**config.mk**
```make
export PLATFORM = sky130hd
export DESIGN_NAME = bcso_top
export DESIGN_NICKNAME = d
export VERILOG_FILES = /design/src/verilog/bcso_pkg.sv /design/src/verilog/bcso_encode.sv /design/src/verilog/bcso_top.sv
export SDC_FILE = /design/constraint.sdc
export NUM_CORES = 1
export LEC_CHECK = 0
export BUFFER_PORTS_ARGS = -buffer_cell sky130_fd_sc_hd__buf_2
export CAP_MARGIN = 20
export CORE_MARGIN = 8
export CORE_UTILIZATION = 48
export DETAILED_ROUTE_END_ITERATION = 10
export PLACE_DENSITY = 0.9
export SETUP_SLACK_MARGIN = 0.3
export SYNTH_ARGS = -nofsm -noshare
export SYNTH_HDL_FRONTEND = slang
export SYNTH_SLANG_ARGS = --single-unit
```
**constraint.sdc**
```tcl
create_clock -name clk -period 2.2 [get_ports clk]
set_clock_uncertainty 0.1 [all_clocks]
set_input_delay 0.11 -clock clk [delete_from_list [all_inputs] [get_ports clk]]
set_output_delay 0.11 -clock clk [all_outputs]
set_load 0.1 [all_outputs]
```
**src/verilog/bcso_pkg.sv**
```systemverilog
/*
  bcso_pkg: constants and carrier types for the bus cycle status outputs.
  Assumes one 40 MHz clock and an internal bus sequencer that supplies
  cycle requests as a packed struct.
*/
`default_nettype none
package bcso_pkg;

  // ------------------------------------------------------------
  // cycle status codes
  // ------------------------------------------------------------
  localparam logic [2:0] ST_INTA  = 3'h0;
  localparam logic [2:0] ST_IORD  = 3'h1;
  localparam logic [2:0] ST_IOWR  = 3'h2;
  localparam logic [2:0] ST_HALT  = 3'h3;
  localparam logic [2:0] ST_FETCH = 3'h4;
  localparam logic [2:0] ST_MEMRD = 3'h5;
  localparam logic [2:0] ST_MEMWR = 3'h6;
  localparam logic [2:0] ST_PASS  = 3'h7;

  // ------------------------------------------------------------
  // queue status codes {high, low}
  // ------------------------------------------------------------
  localparam logic [1:0] QS_NONE  = 2'h0;
  localparam logic [1:0] QS_FIRST = 2'h1;
  localparam logic [1:0] QS_NEXT  = 2'h3;
  localparam logic [1:0] QS_EMPTY = 2'h2;

  // ------------------------------------------------------------
  // field layout and timing
  // ------------------------------------------------------------
  localparam int ADDR_W       = 20;
  localparam int UPPER_LSB    = 16;
  localparam int MID_LSB      = 8;
  localparam int DATA_PHASE_T = 2;   // data phase clocks before idle

  typedef enum logic [1:0] {
    BCSO_KIND_CPU,
    BCSO_KIND_DMA,
    BCSO_KIND_REFRESH
  } bcso_kind_t;

  // one bus cycle request from the sequencer
  typedef struct packed {
    logic [19:0] addr;
    logic [2:0]  status;
    bcso_kind_t  kind;
    logic        word;    // 16-bit transfer when a0 is zero
  } bcso_req_t;

  // pin values toward the pads
  typedef struct packed {
    logic [3:0] upper_address_lines;
    logic       upper_address_oe;
    logic [7:0] mid_address;
    logic [2:0] cycle_status_code;
    logic       status_oe;
    logic       ale_qs_low;
    logic       wr_qs_high;
    logic       upper_byte_enable_n;
    logic       byte_enable_oe;
    logic       read_strobe_n;
    logic       read_strobe_oe;
  } bcso_pins_t;

endpackage : bcso_pkg
`default_nettype wire

```
**src/verilog/bcso_encode.sv**
```systemverilog
/*
  bcso_encode: pure decode of a cycle request into byte-enable and
  status-derived strobes. Assumes the caller registers its outputs.
*/
`timescale 1ns/1ps
`default_nettype none
module bcso_encode
  import bcso_pkg::*;
(
  // request
  input  wire bcso_req_t req,
  input  wire logic      bus8,
  // decoded
  output logic           byte_en_n,
  output logic           is_read,
  output logic           is_write
);

  // ------------------------------------------------------------
  // byte enable and strobe decode
  // ------------------------------------------------------------
  always_comb
  begin
    if (bus8)
      byte_en_n = (req.kind == BCSO_KIND_REFRESH) ? 1'b0 : 1'b1;
    else if (req.kind == BCSO_KIND_REFRESH)
      byte_en_n = 1'b1;                       // a0=1,be=1 refresh
    else if (req.addr[0])
      byte_en_n = 1'b0;                       // odd byte
    else
      byte_en_n = req.word ? 1'b0 : 1'b1;     // word or even byte
    is_read  = (req.status == ST_IORD) || (req.status == ST_MEMRD)
               || (req.status == ST_FETCH) || (req.status == ST_INTA);
    is_write = (req.status == ST_IOWR) || (req.status == ST_MEMWR);
  end

endmodule : bcso_encode
`default_nettype wire

```
**src/verilog/bcso_top.sv**
```systemverilog
/*
  bcso_top: sequences address, status and strobe pins of the local bus.
  Assumes the sequencer holds req_valid until req_ready, and that
  hold, powerdown and queue status inputs are synchronous to clk.
*/
`timescale 1ns/1ps
`default_nettype none
module bcso_top
  import bcso_pkg::*;
(
  // clock and reset
  input  wire  logic       clk,
  input  wire  logic       sys_rst,
  // configuration
  input  wire  logic       bus8,
  input  wire  logic       read_pin_in,
  // cycle requests
  input  wire  bcso_req_t  req,
  input  wire  logic       req_valid,
  output logic             req_ready,
  // bus state
  input  wire  logic       bus_hold,
  input  wire  logic       powerdown,
  input  wire  logic [1:0] queue_status,
  // pins
  output bcso_pins_t       pins,
  output logic             queue_mode
);

  typedef enum logic [1:0] {
    BCSO_IDLE,
    BCSO_ADDR,
    BCSO_DATA
  } bcso_state_t;

  bcso_state_t state_reg, state_next;
  bcso_req_t   cur_reg, cur_next;
  logic [1:0]  cnt_reg, cnt_next;
  logic        strap_done_reg, strap_done_next;
  logic        qmode_reg, qmode_next;
  bcso_pins_t  pins_reg, pins_next;
  logic        be_n, rd, wr;

  bcso_encode u_enc (
    .req      (cur_reg),
    .bus8     (bus8),
    .byte_en_n(be_n),
    .is_read  (rd),
    .is_write (wr)
  );

  assign req_ready  = (state_reg == BCSO_IDLE) && !bus_hold && !powerdown;
  assign pins       = pins_reg;
  assign queue_mode = qmode_reg;

  // ------------------------------------------------------------
  // strap capture: first clock after reset release samples the pin
  // ------------------------------------------------------------
  always_comb
  begin
    strap_done_next = 1'b1;
    qmode_next      = qmode_reg;
    if (!strap_done_reg)
      qmode_next = !read_pin_in;
  end

  always_ff @(posedge clk or posedge sys_rst)
  begin
    if (sys_rst)
    begin
      strap_done_reg <= 1'b0;
      qmode_reg      <= 1'b0;
    end
    else
    begin
      strap_done_reg <= strap_done_next;
      qmode_reg      <= qmode_next;
    end
  end

  // ------------------------------------------------------------
  // cycle sequencer: one address clock, then a fixed data phase
  // ------------------------------------------------------------
  always_comb
  begin
    state_next = state_reg;
    cur_next   = cur_reg;
    cnt_next   = cnt_reg;
    unique case (state_reg)
      BCSO_IDLE:
      begin
        if (req_valid && req_ready)
        begin
          cur_next   = req;
          state_next = BCSO_ADDR;
        end
      end
      BCSO_ADDR:
      begin
        cnt_next   = 2'(DATA_PHASE_T - 1);
        state_next = BCSO_DATA;
      end
      BCSO_DATA:
      begin
        if (cnt_reg == 2'h0)
          state_next = BCSO_IDLE;
        else
          cnt_next = cnt_reg - 2'h1;
      end
      // the fourth state code is unused; an upset there falls back to idle
      default:
        state_next = BCSO_IDLE;
    endcase
  end

  always_ff @(posedge clk or posedge sys_rst)
  begin
    if (sys_rst)
    begin
      state_reg <= BCSO_IDLE;
      cur_reg   <= '0;
      cnt_reg   <= 2'h0;
    end
    else
    begin
      state_reg <= state_next;
      cur_reg   <= cur_next;
      cnt_reg   <= cnt_next;
    end
  end

  // ------------------------------------------------------------
  // pin values, registered so pads see glitch-free levels
  // ------------------------------------------------------------
  always_comb
  begin
    pins_next                     = '0;
    pins_next.cycle_status_code   = ST_PASS;
    pins_next.upper_byte_enable_n = 1'b1;
    pins_next.read_strobe_n       = 1'b1;
    pins_next.wr_qs_high          = 1'b1;
    pins_next.upper_address_oe    = 1'b1;
    pins_next.status_oe           = 1'b1;
    pins_next.byte_enable_oe      = 1'b1;
    pins_next.read_strobe_oe      = 1'b1;
    if (state_next == BCSO_ADDR)
    begin
      pins_next.upper_address_lines =
        cur_next.addr[ADDR_W-1:UPPER_LSB];
      pins_next.cycle_status_code   = cur_next.status;
      pins_next.ale_qs_low          = 1'b1;
    end
    if (state_reg != BCSO_IDLE && state_next == BCSO_DATA)
    begin
      // bit 3 carries the source flag; 18..16 forced zero
      pins_next.upper_address_lines =
        {(cur_reg.kind != BCSO_KIND_CPU), 3'h0};
      pins_next.cycle_status_code   = cur_reg.status;
      pins_next.read_strobe_n       = !rd;
      pins_next.wr_qs_high          = !wr;
    end
    if (state_next != BCSO_IDLE)
    begin
      // address 15..8 stays valid for the whole cycle on 8-bit bus
      pins_next.mid_address = bus8 ?
        cur_next.addr[UPPER_LSB-1:MID_LSB] : 8'h00;
      pins_next.upper_byte_enable_n = be_n;
      if (state_reg == BCSO_IDLE)
        pins_next.upper_byte_enable_n = 1'b1;
    end
    if (qmode_reg)
    begin
      // queue status replaces latch strobe and write strobe
      pins_next.ale_qs_low = queue_status[0];
      pins_next.wr_qs_high = queue_status[1];
    end
    if (bus_hold)
    begin
      pins_next.upper_address_oe = 1'b0;
      pins_next.status_oe        = 1'b0;
      pins_next.byte_enable_oe   = 1'b0;
      pins_next.read_strobe_oe   = 1'b0;
    end
    if (bus_hold || powerdown)
      pins_next.ale_qs_low = 1'b0;
  end

  always_ff @(posedge clk or posedge sys_rst)
  begin
    if (sys_rst)
    begin
      // reset floats the bus outputs and holds the strobe low
      pins_reg                     <= '0;
      pins_reg.cycle_status_code   <= ST_PASS;
      pins_reg.upper_byte_enable_n <= 1'b1;
      pins_reg.read_strobe_n       <= 1'b1;
      pins_reg.wr_qs_high          <= 1'b1;
    end
    else
      pins_reg <= pins_next;
  end

endmodule : bcso_top
`default_nettype wire

```
==> run summary <==
Outcome -> completed
GPL Wtd Cong -> 0.751
Layout area overhead -> 39.8%
Post-CTS setup buffer count -> 0
Layout cell share with drive strength beyond 1 -> 37.6%
DRC viols -> 0
Crit. End Element -> output pin
Post-synthesis net count -> 172
Drt initial violations -> 98
Max Slew Vio Count -> 0
Die Y -> 74.7 um
Worst setup margin -> 0.384 ns
Pwr dens -> 1230 nW/um2
Max FFs per register -> 20
Clock root cell -> clkbuf_4
Deepest clock path buffer count -> 2
Global-route wire length before repair -> 6970 um
Leak -> 1.16 nW
Non-Filler Instances -> 267
Final WL -> 4480 um
Storage cell area -> 1040 um2
Largest fanout on the critical path -> 12
Post-synthesis cell area -> 1650 um2
Final min period -> 1.82 ns
Final Total Pwr -> 2.85 mW
Setup TNS -> 0 ns
Commonest non-fill, non-tap cell in the layout -> buf_2
Flops & latches, synth -> 41
Worst slack at placement -> 0.434 ns
IO Pins -> 60
Number of global-route vias before repair -> 1458
Total congestion overflow -> 0
Antenna cells -> 0
GRT Util Overall -> 17.1%
Max cap viols -> 0
Die area -> 5580 um2
CTS tree -> built
Commonest non-fill, non-tap cells in the layout -> 51 x buf_2, 33 x dfrtp_1, 27 x dlygate4sd3_1
Placed cell count -> 232
Data arrival, critical path -> 1.61 ns
DR vias -> 1358
Seq/Total Area, Yosys -> 62.5%
CTS sink cnt -> 41
Yosys warnings -> 0
DP HPWL -> 2620 um
Crit path required time -> 1.99 ns
WL per Instance -> 16.8 um
Core Area -> 3310 um2
I/O Buffers -> 52
Tcrit/Tclk final -> 82.6%
Avg Inst Size Synth -> 12.2 um2
Final hold viol count -> 0
CTS clk-pin slew, worst paths -> 0.13 ns
Vias per std cell -> 5.09
Cell variety after synth -> 32
CTS Buf Count -> 5
Worst VDD drop -> 0.628 mV
Post-DRT Antenna Nets -> 0
Cells after Synth -> 136
Layout fillers -> 228
Die width -> 74.7 um
Drt first pass iters -> 4
Largest net degree at the start of global routing -> 42
Highest Clock Rate -> 551 MHz
Clk_lat worst skew -> 0.35 ns
Starting Density -> 49.9%
Initial antenna violation count -> 0
Final Net Count -> 256
RSZ-0062 raised after global routing -> false
Final core occ -> 69.8%
Worst Hold Class -> in -> async
Multi-input gate area -> 509 um2
WS Path Type -> reg -> out
Critical Path Start Type -> flop
H-Tree Level Count -> 2
Final setup fails -> 0
Std cell rows -> 21
## per-stage QoR
stage          area (um2)  hold WS [ns]
3_3_place_gp         1960         0.156
4_1_cts              2290        0.0114
5_1_grt              2310         0.324
3_5_place_dp         1960         0.159
6_report             2310         0.306
2_1_floorplan        1650        0.0694
## worst max-delay path, stage by stage, from the launching register on
cell	delay [ns]
dfrtp_2	0.48
nor4_4	0.34
buf_6	0.20
buf_6	0.24
## cell type report
type | instances | share of cell area (%)
repair buffers | 84 | 25.0
multi-input cells | 72 | 22.0
inverters | 16 | 2.60
well taps | 46 | 2.49
flip-flops and latches | 41 | 44.8
clock buffers | 7 | 2.82
clock inverters | 1 | 0.217
## power by group
part / total [mW] / internal (mW) / switching, mW
registers: 1.15 / 1.01 / 0.141
clock network: 0.424 / 0.185 / 0.238
logic: 1.28 / 0.353 / 0.924
total: 2.85 / 1.55 / 1.30
## final timing paths
kind / slack (ns) / start / end / cells after the start
min in group clk: 0.40 / bus_hold / pins[0] / 3
worst min register to register: 0.41 / cur_reg[5] / pins[9] / 1
worst max register to register: 0.41 / state_reg[1] / cur_reg[1] / 4
worst max-delay path: 0.38 / state_reg[1] / req_ready / 3
worst min-delay path: 0.31 / sys_rst / cur_reg[19] / 4
max in group asynchronous: 1.30 / sys_rst / state_reg[0] / 4
## cells by family after synthesis
group           after synthesis  synth area share [%]
flops                        41                  62.5
compound gates               36                  14.0
simple gates                 26                  9.77
buf+inv                      23                  6.66
mux                           8                  6.06
fa+ha+maj                     1                 0.757
other cells                   1                 0.227
## per-layer routing
metal / track usage, % / share of wire (%)
met1: 18.5 / 36
met2: 28.3 / 52
met5: 0 / 0
met4: 10.7 / 4.6
met3: 5.73 / 6.7
## cells in the mapped netlist
cell       instances  area, um2
a21boi_0           8       60.1
a21oi_1            1       5.00
a2bb2oi_1          2       17.5
and2_1             1       6.26
and3_1             3       18.8
buf_2              1       5.00
buf_4              4       30.0
buf_6              1       11.3
clkbuf_1           1       3.75
conb_1             1       3.75
dfrtp_1           35        876
dfstp_2            6        158
ha_1               1       12.5
inv_1             16       60.1
mux2_2             4       45.0
mux2_4             3       45.0
mux2i_1            1       10.0
nand2_1            1       3.75
nand2_2            1       6.26
nand2b_1           1       6.26
nand3_1            8       40.0
nor2_1             4       15.0
nor2b_1            3       18.8
nor3_1             1       5.00
nor3b_1            1       7.51
nor3b_2            1       12.5
nor4_4             1       21.3
o21ai_0           18       90.1
o22a_1             4       35.0
o22ai_1            1       6.26
o2bb2ai_1          1       8.76
o32ai_1            1       8.76
## timing repair
action / in CTS / in global routing
gates resized for setup: 2 / 3
endpoints found under the setup margin: 1 / 1
endpoints found under the hold margin: 69 / 1
hold buffers: 26 / 1
(Power assumes the default switching activity.)
